$ cat src/inc/color_interp_regs.svh
// Register indices, field positions, reset values and sizes of the colour interpolator
`ifndef COLOR_INTERP_REGS_SVH
`define COLOR_INTERP_REGS_SVH

// ****************************************************************
// Register indices
// ****************************************************************
`define CI_IDX_RED_START        4'h0
`define CI_IDX_RED_STEP_X       4'h1
`define CI_IDX_RED_STEP_EDGE    4'h2
`define CI_IDX_GREEN_START      4'h3
`define CI_IDX_GREEN_STEP_X     4'h4
`define CI_IDX_GREEN_STEP_EDGE  4'h5
`define CI_IDX_BLUE_START       4'h6
`define CI_IDX_BLUE_STEP_X      4'h7
`define CI_IDX_BLUE_STEP_EDGE   4'h8
`define CI_IDX_ALPHA_START      4'h9
`define CI_IDX_ALPHA_STEP_X     4'ha
`define CI_IDX_ALPHA_STEP_EDGE  4'hb
`define CI_IDX_FLAT_FILL_COLOR  4'hc
`define CI_IDX_SHADER_CONTROL   4'hd
`define CI_IDX_STATUS           4'he

// ****************************************************************
// Setup layout: three words per component
// ****************************************************************
`define CI_SETUP_WORDS          12
`define CI_SETUP_START          0
`define CI_SETUP_STEP_X         1
`define CI_SETUP_STEP_EDGE      2

// ****************************************************************
// Shader control fields
// ****************************************************************
`define CI_CTRL_UNIT_ON         0
`define CI_CTRL_SMOOTH          1
`define CI_CTRL_PALETTE         2

// ****************************************************************
// Draw command payload fields
// ****************************************************************
`define CI_DRAW_SUBPIX_EN       8
`define CI_SUBPIX_FRAC_BITS     8

// ****************************************************************
// Reset values and sizes
// ****************************************************************
`define CI_CTRL_RESET           3'h0
`define CI_FLAT_RESET           32'h0000_0000
`define CI_SETUP_RESET          24'h00_0000
`define CI_FIFO_DEPTH           8
`define CI_FIFO_COUNT_BITS      4

`endif

$ cat src/inc/color_pkg.sv
// Types and arithmetic helpers shared by both ends of the colour link
package color_pkg;

  // ****************************************************************
  // Words on the link
  // ****************************************************************
  typedef logic signed [23:0] fixed_9_15_type;

  typedef struct packed {
    logic        is_draw;
    logic        new_span;
    logic [31:0] payload;
  } frag_word_type;

  // ****************************************************************
  // Device end state
  // ****************************************************************
  typedef struct packed {
    logic [11:0][23:0] setup;
    logic [31:0]       flat;
    logic [2:0]        mode;
    logic [3:0][23:0]  edge_acc;
    logic [3:0][23:0]  span_acc;
    logic              first_span;
    logic              out_valid;
    logic [31:0]       out_color;
    logic              rvalid;
    logic [31:0]       rdata;
  } interp_state_type;

  // ****************************************************************
  // Source end state
  // ****************************************************************
  typedef struct packed {
    logic          out_valid;
    frag_word_type out_data;
    logic          reg_wr;
    logic          reg_rd;
    logic [3:0]    reg_addr;
    logic [31:0]   reg_wdata;
    logic          cfg_rvalid;
    logic [31:0]   cfg_rdata;
  } source_state_type;

  // Saturate instead of wrapping on overflow
  function automatic logic [23:0] sat_add(input logic [23:0] a, input logic [23:0] b);
    logic [24:0] sum;
    sum = {a[23], a} + {b[23], b};
    if (sum[24] != sum[23]) begin
      sat_add = sum[24] ? 24'h80_0000 : 24'h7f_ffff;
    end else begin
      sat_add = sum[23:0];
    end
  endfunction

  // Negative gives zero; nine signed integer bits cannot exceed 255
  function automatic logic [7:0] to_byte(input logic [23:0] v);
    to_byte = v[23] ? 8'h00 : v[22:15];
  endfunction

endpackage

$ cat src/inc/color_link_if.sv
// Link between the fragment source and the colour interpolator
`timescale 1ns/1ps
interface color_link_if;
  import color_pkg::*;

  logic          reg_wr;
  logic          reg_rd;
  logic [3:0]    reg_addr;
  logic [31:0]   reg_wdata;
  logic [31:0]   reg_rdata;
  logic          reg_rvalid;
  logic          frag_valid;
  logic          frag_ready;
  frag_word_type frag_data;

  modport device (
    input  reg_wr,
    input  reg_rd,
    input  reg_addr,
    input  reg_wdata,
    output reg_rdata,
    output reg_rvalid,
    input  frag_valid,
    output frag_ready,
    input  frag_data
  );

  modport source (
    output reg_wr,
    output reg_rd,
    output reg_addr,
    output reg_wdata,
    input  reg_rdata,
    input  reg_rvalid,
    output frag_valid,
    input  frag_ready,
    output frag_data
  );
endinterface // color_link_if

$ cat src/color_interp.sv
// Colour interpolator device end with its input fragment FIFO
//
// Behaviour
// [RULE1] Colour held as four packed 8-bit components
// [RULE2] Software left-justifies narrow components, zero fill
// [RULE3] Palette index sits in low red byte
// [RULE4] Smooth mode: start plus accumulated increments
// [RULE5] Clamp components, never wrap
// [RULE6] Step dominant edge, then step across span
// [RULE7] Each component has edge and span increments
// [RULE8] Lines use only start and edge increment
// [RULE9] Values are signed 9.15 fixed point
// [RULE10] Every draw reloads from stored start values
// [RULE11] Subpixel correction also applied to colour
// [RULE12] Flat mode: every fragment gets constant colour
// [RULE13] Start, span and edge registers per component
// [RULE14] Software enables unit only for rendering
// [RULE15] Control holds unit enable and shading select
// [RULE16] Disabled unit passes colour through unchanged
`timescale 1ns/1ps
`include "color_interp_regs.svh"

// ****************************************************************
// Fragment FIFO
// ****************************************************************
module frag_fifo #(
  parameter int WIDTH = 34,
  parameter int DEPTH = 8
) (
  input  wire logic                     clk_sys,
  input  wire logic                     reset,
  input  wire logic                     in_valid,
  output logic                          in_ready,
  input  wire logic [WIDTH-1:0]         in_data,
  output logic                          out_valid,
  input  wire logic                     out_ready,
  output logic [WIDTH-1:0]              out_data,
  output logic [$clog2(DEPTH):0]        count
);
  localparam int AW = $clog2(DEPTH);

  typedef struct packed {
    logic [DEPTH-1:0][WIDTH-1:0] mem;
    logic [AW-1:0]               wr;
    logic [AW-1:0]               rd;
    logic [AW:0]                 cnt;
  } fifo_state_type;

  fifo_state_type s_q;
  fifo_state_type s_d;
  logic           push;
  logic           pop;

  assign in_ready  = (s_q.cnt != (AW+1)'(DEPTH));
  assign out_valid = (s_q.cnt != '0);
  assign out_data  = s_q.mem[s_q.rd];
  assign count     = s_q.cnt;
  assign push      = in_valid && in_ready;
  assign pop       = out_valid && out_ready;

  always_comb begin
    s_d = s_q;
    if (push) begin
      s_d.mem[s_q.wr] = in_data;
      s_d.wr          = (s_q.wr == AW'(DEPTH-1)) ? '0 : s_q.wr + 1'b1;
    end
    if (pop) begin
      s_d.rd = (s_q.rd == AW'(DEPTH-1)) ? '0 : s_q.rd + 1'b1;
    end
    // Both in one cycle leaves the count unchanged
    if (push && !pop) begin
      s_d.cnt = s_q.cnt + 1'b1;
    end else if (pop && !push) begin
      s_d.cnt = s_q.cnt - 1'b1;
    end
  end

  always_ff @(posedge clk_sys) begin
    if (reset) begin
      s_q <= '0;
    end else begin
      s_q <= s_d;
    end
  end
endmodule // frag_fifo

// ****************************************************************
// Interpolator
// ****************************************************************
module color_interp
  import color_pkg::*;
(
  input  wire logic         clk_sys,
  input  wire logic         reset,
  color_link_if.device      link,
  output logic              pix_valid,
  input  wire logic         pix_ready,
  output logic [31:0]       pix_color
);
  interp_state_type   s_q;
  interp_state_type   s_d;
  logic               fifo_valid;
  logic               fifo_pop;
  logic [33:0]        fifo_raw;
  frag_word_type      entry;
  logic [`CI_FIFO_COUNT_BITS-1:0] fifo_count;
  logic               unit_on;
  logic               smooth;
  logic               palette;

  // Fragments are buffered so the rasteriser is only stalled when eight are pending
  frag_fifo #(
    .WIDTH (34),
    .DEPTH (`CI_FIFO_DEPTH)
  ) u_fifo (
    .clk_sys   (clk_sys),
    .reset     (reset),
    .in_valid  (link.frag_valid),
    .in_ready  (link.frag_ready),
    .in_data   (link.frag_data),
    .out_valid (fifo_valid),
    .out_ready (fifo_pop),
    .out_data  (fifo_raw),
    .count     (fifo_count)
  );

  assign entry   = frag_word_type'(fifo_raw);
  assign unit_on = s_q.mode[`CI_CTRL_UNIT_ON];  // see [RULE15]
  assign smooth  = s_q.mode[`CI_CTRL_SMOOTH];   // see [RULE15]
  assign palette = s_q.mode[`CI_CTRL_PALETTE];

  // Draws never produce a pixel, so they drain even while the output is stalled
  assign fifo_pop = fifo_valid && (entry.is_draw || !s_q.out_valid || pix_ready);

  assign pix_valid       = s_q.out_valid;
  assign pix_color       = s_q.out_color;
  assign link.reg_rdata  = s_q.rdata;
  assign link.reg_rvalid = s_q.rvalid;

  always_comb begin
    logic [23:0]        start;
    logic [23:0]        step_x;
    logic [23:0]        step_edge;
    logic [23:0]        edge_v;
    logic signed [32:0] prod;
    logic [3:0][7:0]    comp;
    s_d       = s_q;
    start     = '0;
    step_x    = '0;
    step_edge = '0;
    edge_v    = '0;
    prod      = '0;
    comp      = '0;

    // ****************************************************************
    // Register writes and reads
    // ****************************************************************
    s_d.rvalid = link.reg_rd;
    if (link.reg_wr) begin
      if (link.reg_addr < 4'(`CI_SETUP_WORDS)) begin
        s_d.setup[link.reg_addr] = link.reg_wdata[23:0];  // see [RULE9] [RULE13]
      end else if (link.reg_addr == `CI_IDX_FLAT_FILL_COLOR) begin
        s_d.flat = link.reg_wdata;  // see [RULE12]
      end else if (link.reg_addr == `CI_IDX_SHADER_CONTROL) begin
        s_d.mode = link.reg_wdata[2:0];
      end
    end
    if (link.reg_rd) begin
      if (link.reg_addr < 4'(`CI_SETUP_WORDS)) begin
        s_d.rdata = {8'h00, s_q.setup[link.reg_addr]};
      end else if (link.reg_addr == `CI_IDX_FLAT_FILL_COLOR) begin
        s_d.rdata = s_q.flat;
      end else if (link.reg_addr == `CI_IDX_SHADER_CONTROL) begin
        s_d.rdata = {29'h0000_0000, s_q.mode};
      end else if (link.reg_addr == `CI_IDX_STATUS) begin
        s_d.rdata = {26'h000_0000, s_q.first_span, fifo_count, s_q.out_valid};
      end else begin
        s_d.rdata = 32'h0000_0000;
      end
    end

    // ****************************************************************
    // Fragment processing
    // ****************************************************************
    if (s_q.out_valid && pix_ready) begin
      s_d.out_valid = 1'b0;
    end
    if (fifo_pop) begin
      for (int c = 0; c < 4; c++) begin
        start     = s_q.setup[c*3 + `CI_SETUP_START];      // see [RULE7]
        step_x    = s_q.setup[c*3 + `CI_SETUP_STEP_X];     // see [RULE7]
        step_edge = s_q.setup[c*3 + `CI_SETUP_STEP_EDGE];  // see [RULE7]
        if (entry.is_draw) begin
          // Reload from the stored start so repeated draws give identical colours
          if (entry.payload[`CI_DRAW_SUBPIX_EN]) begin
            prod  = $signed(step_edge) * $signed({1'b0, entry.payload[`CI_SUBPIX_FRAC_BITS-1:0]});
            start = sat_add(start, prod[31:8]);  // see [RULE11]
          end
          s_d.edge_acc[c] = start;  // see [RULE10]
          s_d.span_acc[c] = start;  // see [RULE10]
        end else if (entry.new_span) begin
          // A line sends every fragment as a new span, so only the edge step is used
          edge_v          = s_q.first_span ? s_q.edge_acc[c] : sat_add(s_q.edge_acc[c], step_edge);  // see [RULE6] [RULE8]
          s_d.edge_acc[c] = edge_v;
          s_d.span_acc[c] = edge_v;
        end else begin
          s_d.span_acc[c] = sat_add(s_q.span_acc[c], step_x);  // see [RULE4] [RULE6]
        end
        comp[c] = to_byte(s_d.span_acc[c]);  // see [RULE5]
      end
      if (entry.is_draw) begin
        s_d.first_span = 1'b1;
      end else begin
        s_d.first_span = 1'b0;
        s_d.out_valid  = 1'b1;
        if (!unit_on) begin
          s_d.out_color = entry.payload;  // see [RULE16]
        end else if (!smooth) begin
          s_d.out_color = s_q.flat;  // see [RULE12]
        end else if (palette) begin
          s_d.out_color = {24'h00_0000, comp[0]};  // see [RULE3]
        end else begin
          s_d.out_color = {comp[3], comp[2], comp[1], comp[0]};  // see [RULE1]
        end
      end
    end
  end

  always_ff @(posedge clk_sys) begin
    if (reset) begin
      s_q      <= '0;
      s_q.mode <= `CI_CTRL_RESET;
      s_q.flat <= `CI_FLAT_RESET;
    end else begin
      s_q <= s_d;
    end
  end
endmodule // color_interp

$ cat src/flat_wrapper.sv
// flat-port wrapper written by rule: the top's interface ports become plain ports
module color_interp_flat import color_pkg::*;
  (clk_sys, reset, pix_valid, pix_ready, pix_color, link_reg_wr, link_reg_rd, link_reg_addr, link_reg_wdata, link_reg_rdata, link_reg_rvalid, link_frag_valid, link_frag_ready, link_frag_data);
  color_link_if link_i ();
  input  wire logic clk_sys;
  input  wire logic reset;
  output logic pix_valid;
  input  wire logic pix_ready;
  output logic [31:0] pix_color;
  input wire logic [$bits(link_i.reg_wr)-1:0] link_reg_wr;
  input wire logic [$bits(link_i.reg_rd)-1:0] link_reg_rd;
  input wire logic [$bits(link_i.reg_addr)-1:0] link_reg_addr;
  input wire logic [$bits(link_i.reg_wdata)-1:0] link_reg_wdata;
  output wire logic [$bits(link_i.reg_rdata)-1:0] link_reg_rdata;
  output wire logic [$bits(link_i.reg_rvalid)-1:0] link_reg_rvalid;
  input wire logic [$bits(link_i.frag_valid)-1:0] link_frag_valid;
  output wire logic [$bits(link_i.frag_ready)-1:0] link_frag_ready;
  input wire logic [$bits(link_i.frag_data)-1:0] link_frag_data;
  assign link_i.reg_wr = link_reg_wr;
  assign link_i.reg_rd = link_reg_rd;
  assign link_i.reg_addr = link_reg_addr;
  assign link_i.reg_wdata = link_reg_wdata;
  assign link_reg_rdata = link_i.reg_rdata;
  assign link_reg_rvalid = link_i.reg_rvalid;
  assign link_i.frag_valid = link_frag_valid;
  assign link_frag_ready = link_i.frag_ready;
  assign link_i.frag_data = link_frag_data;
  color_interp u_core (.clk_sys(clk_sys), .reset(reset), .link(link_i), .pix_valid(pix_valid), .pix_ready(pix_ready), .pix_color(pix_color));
endmodule
$ cat config.mk
export PLATFORM = sky130hd
export DESIGN_NAME = color_interp_flat
export DESIGN_NICKNAME = d
export VERILOG_FILES = /design/src/inc/color_pkg.sv /design/src/inc/color_link_if.sv /design/src/color_interp.sv /design/src/flat_wrapper.sv
export VERILOG_INCLUDE_DIRS = /design/src /design/src/inc
export SDC_FILE = /design/constraint.sdc
export NUM_CORES = 2
export LEC_CHECK = 0
export BUFFER_PORTS_ARGS = -buffer_cell sky130_fd_sc_hd__buf_4
export CORE_MARGIN = 1.5
export CORE_UTILIZATION = 40
export CTS_CLUSTER_DIAMETER = 60
export DETAILED_ROUTE_END_ITERATION = 10
export PLACE_DENSITY = 0.57
export SLEW_MARGIN = 20
export SYNTH_ARGS = -nofsm -noshare
export SYNTH_HDL_FRONTEND = slang
export SYNTH_SLANG_ARGS = --single-unit
$ cat constraint.sdc
create_clock -name clk_sys -period 17.2 [get_ports clk_sys]
set_input_delay 1.72 -clock clk_sys [delete_from_list [all_inputs] [get_ports clk_sys]]
set_output_delay 1.72 -clock clk_sys [all_outputs]
set_load 0.1 [all_outputs]
# Yosys cells after proc, flatten, opt, wreduce, memory -nomap -nowiden
# Cells that the tools add are included.
# word_totals
word_cells	187
input_bits	76
regBits	864
# op_classes
n_lt_le_gt_ge	6
bitwise	3
reduce_logical	21
mul	4
eq_ne	18
add_sub_neg	16
mux	81
# op_table
op	n
$mux 24	54
$add 24x24->25	12
$bwmux 288	1
$bwmux 272	1
$mux 32	6
$mul 24x9->32	4
$bmux 34 s3	1
$demux 34 s3	1
$bmux 24 s4	1
$demux 24 s4	1
$mux 34	2
$mux 33	2
$mux 8	4
$eq 4x4->1 const B	3
$ne 1x1->1	12
$logic_and 1x1->1	8
$lt 3x4->1 const B	2
$mux 4	2
$add 3x1->3 const B	2
$eq 3x3->1 const B	2
$mux 3	2
$mux 6	1
$reduce_and 2->1	3
$lt 4x5->1 const B	1
other kinds (14)	21

# Depth between registers and ports, before layout
# logic_depth
word_depth	15
mapped_depth	40
mapped_depth_nobuf	34

# Hierarchy
# From an unflattened synthesis, not the netlist that was laid out.
# hier_totals
cells_unflattened	10013
area_unflattened_um2	80365.8
# modules_own_cells
module	area_per_inst_um2	cells_per_inst	n_inst
color_interp	67905.1	8594	1
frag_fifo	12460.7	1419	1

# Worst setup path after synthesis
# No wires, ideal clock.
# synth_path
kind	reg2reg
from	register u_core.u_fifo.s_q[5] (netlist bit)
to	register u_core.s_q[190] (netlist bit)
path_buffers	6
setup_slack_ns	8.088
t_arrival_ns	9.047
synth_period_minus_slack_ns	9.112
path_stages_with_launch	39
t_required_ns	17.135
path_cell_list	dfxtp_1 clkbuf_1 clkbuf_1 clkbuf_1 mux2_2 clkbuf_1 clkbuf_1 nand2_1 fa_1 inv_1 fa_1 inv_1 fa_1 inv_1 fa_1 ha_1 nand2b_1 nor4_1 (+3 left out) a311oi_2 a21oi_1 o21ba_2 o21bai_1 a21oi_1 xnor2_1 ha_1 and4_1 o311ai_1 and2_1 nor4_2 o22ai_4 xnor2_2 buf_2 maj3_2 a211oi_2 o22ai_1 nor2_1
# synth_via
elab_chain_cells	8
word_cells_on_any_way	14
# synth_lines
item	line	rtl
start: declaration	color_interp.sv:49	fifo_state_type s_q;
start signal: assignment	color_interp.sv:80	s_q <= '0;
start signal: assignment	color_interp.sv:82	s_q <= s_d;
$bmux 34 s3 (*)	color_interp.sv:56	assign out_data = s_q.mem[s_q.rd];
$mux 34 (not written as such) (*)	color_interp.sv:56	
$mul 24x9->32	color_interp.sv:196	prod = $signed(step_edge) * $signed({1'b0, entry.payload[`CI_SUBPIX_FRAC_BITS-1:0]});
$add 24x24->25	color_pkg.sv:48	sum = {a[23], a} + {b[23], b};
$mux 24 / $ne 1x1->1 (equally long branches)	color_pkg.sv:50, color_pkg.sv:49	
$mux 24	color_pkg.sv:49	if (sum[24] != sum[23]) begin
$mux 24	color_interp.sv:195	if (entry.payload[`CI_DRAW_SUBPIX_EN]) begin
$mux 24	color_interp.sv:193	if (entry.is_draw) begin
end: declaration	color_interp.sv:100	interp_state_type s_q;
# Every way passes the cells marked *; elsewhere a longest branch is shown, timed or not. The select of a mux whose other input is x is not followed.
# A chain may end at the register's enable or synchronous reset.

# Final worst setup path
# layout_path
from	register u_core.u_fifo.s_q[4] (netlist bit)
to	register u_core.s_q, in the netlist u_core.pix_color[22]
# layout_via
elab_chain_cells	13
word_cells_on_any_way	20
# layout_lines
item	line	rtl
$bmux 34 s3 (*)	color_interp.sv:56	
$mux 34 (not written as such) (*)	color_interp.sv:56	
$mul 24x9->32	color_interp.sv:196	
$add 24x24->25	color_pkg.sv:48	
$mux 24 / $ne 1x1->1 (equally long branches)	color_pkg.sv:50, color_pkg.sv:49	
$mux 24	color_pkg.sv:49	
$mux 24	color_interp.sv:195	
$mux 24	color_interp.sv:193	
$mux 24	color_interp.sv:188	if (fifo_pop) begin
$mux 8	color_pkg.sv:58	to_byte = v[23] ? 8'h00 : v[22:15];
$mux 32	color_interp.sv:220	end else if (palette) begin
$mux 32	color_interp.sv:218	end else if (!smooth) begin
$mux 32	color_interp.sv:216	if (!unit_on) begin
# Marked as above.

==> flow_summary_export.csv <==
group,metric,value,unit
synthesis,synth_top_area_frac,0.215,
pwr,power_density,93.5,mW/mm^2
pwr,p_total,8.11,mW
floorplan,core_area,0.200,mm^2
clocking,cts_hold_buf,0,
floorplan,dieArea,0.204,mm^2
finish,fill_cells,19900,
setup_path,crit_top_cell,"a21oi_1",
sta,setup_viol,0,
finish,syn2layout_area_growth,7.97,%
clocking,htree_levels,3,
clocking,path_clk_slew,0.06,ns
synthesis,postSynthCellCount,10100,
setup_path,cp.arrival,12.31,ns
setup_path,critPathMaxStageDelay,0.89,ns
clocking,cts_tree,"yes",
synthesis,synth_nets,11300,
synthesis,synth_area_leaders,"dfxtp_1 22%, fa_1 15%, nand2_1 8.5%",
finish,fin_util,0.435,
synthesis,synth_edf_count,0,
sta,hold_viol_final,0,
placement,place_congestion,1.00,
synthesis,yosysUniqueCellTypes,118,
route,drtIter0Drc,7607,
clocking,ctsResizeCount,0,
floorplan,num_io_pins,143,
global_routing,grt_max_degree,189,
setup_path,start_kind,"flop",
route,ant_nets,0,
clocking,clk_path_buf_depth,3,
synthesis,async_reset_ff_frac,0,
clocking,clockRootBuffer,"clkbuf_16",
sta,timing.fmax,85.3,MHz
route,drtPass1Iterations,7,
finish,layout_commonest_cell,"nand2_1",
route,vias,73000,
setup_path,critPathRequiredTime,17.79,ns
global_routing,antenna_found_initial,25,
global_routing,grt_pass1_wl,460000,um
sta,fin_tns_setup,0,ns
floorplan,initial_core_util,0.403,
route,drcViolationCount,0,
sta,slew_headroom,0.107,
setup_path,path_delay_family,"compound AO/OA/AOI/OAI gates",
pwr,leakagePower,37.6,nW
sta,grt_setup_unrepaired,"false",
placement,dpl.hpwl,232000,um
synthesis,ys_seq_area_frac,0.215,
route,wirelength,310000,um
placement,numPortBuffers,142,
setup_path,worstPathMaxFanout,54,
synthesis,yosysTopAreaCell,"dfxtp_1",
floorplan,rows,164,
global_routing,grt_pass1_vias,71200,
route,vias_per_cell,5.85,
sta,fin_worst_skew,0.0778,ns
clocking,cts_buffers,107,
global_routing,grt_use_total,0.298,
floorplan,die_w,451,um
setup_path,crit_slowest_cell,"a221oi_1",
min_path,hold_class,"reg2reg",
setup_path,path_buf_inv,4,
pwr,ir_drop,0.000128,V
sta,slew_violations,0,
finish,fin_nets,10900,
sta,period_share,0.682,
clocking,clock-sinks,864,
flow_run,cap_violations,0,
global_routing,overflow,0,
sta,tightest_slew,1.33,ns
setup_path,worstSetupPathType,"reg2reg",
synthesis,ys_ff_latch,864,
finish,layout-drive-gt1-share,0.0807,
sta,finalCriticalPeriod,11.72,ns
setup_path,worst_setup_path_end_kind,"flop",
run_status,status,"completed",
finish,final_cell_mix,"1823 x nand2_1, 1127 x a21oi_1, 859 x dfxtp_1, 850 x inv_1, 601 x fa_1",
synthesis,synth_flop_cell,"dfxtp_1",
synthesis,syn-cell-area,0.0804,mm^2
clocking,post_cts.repair.setup_buffers,0,
route,wl_per_cell,24.9,um
sta,timing.hold.ws,0.452,ns
floorplan,die_h,451,um
synthesis,synth_warnings,0,
synthesis,synth.avg_cell_area,7.99,um^2
clocking,clkLatencyLatePin,0.80,ns
[layout make-up]
cell class	instances	area, um^2	share of cell area
Timing Repair Buffer	290	2200	0.0254
Multi-Input combinational cell	7600	57000	0.656
Tap cell	2656	3320	0.0383
Sequential cell	864	17300	0.199
Clock buffer	151	3080	0.0355
Inverter	856	3220	0.0370
Clock inverter	43	648	0.00747
Antenna cell	13	32.5	0.000375
[through the flow]
| stage | area, um^2 | instances | worst slack [ns] |
|---|---|---|---|
| after detailed placement | 83000 | 12300 | 5.61 |
| after floorplan | 80400 | 10100 | 8.09 |
| after global placement | 83000 | 12300 | 5.76 |
| final | 86800 | 12500 | 5.48 |
| after CTS | 86800 | 12500 | 5.49 |
| after global routing | 86800 | 12500 | 4.79 |
[routing by layer]
layer | track usage | part of all wire
met5 | 0.000233 | 0.00022
met4 | 0.177 | 0.067
met3 | 0.0583 | 0.084
met2 | 0.468 | 0.44
met1 | 0.380 | 0.40
[cells by family after synthesis]
logic type / Yosys count / synth area share
and+or+nand+nor: 3301 / 0.184
AOI/OAI and AO/OA: 2583 / 0.198
buffers and inverters: 1598 / 0.0792
adders and majority gates: 1175 / 0.238
DFF: 864 / 0.215
xor gates and xnor gates: 316 / 0.0348
muxes: 225 / 0.0505
[worst min-delay path, stage by stage (launching register included)]
cell and delay (ns):
dfxtp_1 0.30, nand2_1 0.05, a21oi_1 0.05
[final timing paths]
path                                             start                     end  slack (ns)  cells after the start
worst min register to register  u_core.u_fifo.s_q[215]  u_core.u_fifo.s_q[215]        0.45                      2
worst max register to register    u_core.u_fifo.s_q[4]    u_core.pix_color[22]        5.48                     33
worst max-delay path              u_core.u_fifo.s_q[4]    u_core.pix_color[22]        5.48                     33
worst min-delay path            u_core.u_fifo.s_q[215]  u_core.u_fifo.s_q[215]        0.45                      2
[power breakdown]
| part | internal (mW) | leakage, nW | switching [mW] |
|---|---|---|---|
| Sequential | 2.23 | 7.01 | 0.268 |
| Combinational | 0.975 | 28.8 | 2.26 |
| Clock | 1.37 | 1.80 | 1.01 |
| Total | 4.57 | 37.6 | 3.54 |
[state kept, by name, summed over array words and instances, names as in the netlist]
register,cells
u_core.pix_color,32
u_core.u_fifo.count,4
u_core.s_q,515
u_core.u_fifo.s_q,278
u_core.link.reg_rvalid,1
u_core.palette,1
u_core.link.reg_rdata,32
u_core.pix_valid,1
[Yosys cell counts (all sizes together), types with 45 or more instances]
cell type,number
a211oi,100
a21o,181
a21oi,1134
a221oi,53
a31oi,78
and2,294
and3,45
buf,254
clkbuf,488
dfxtp,864
fa,601
ha,534
inv,854
mux2i,68
mux4,143
nand2,1826
nand2b,73
nand3,89
nor2,454
nor2b,236
nor3,127
o211ai,60
o21a,82
o21ai,516
xnor2,204
xor2,112
Power figures use the tool's default switching activity.
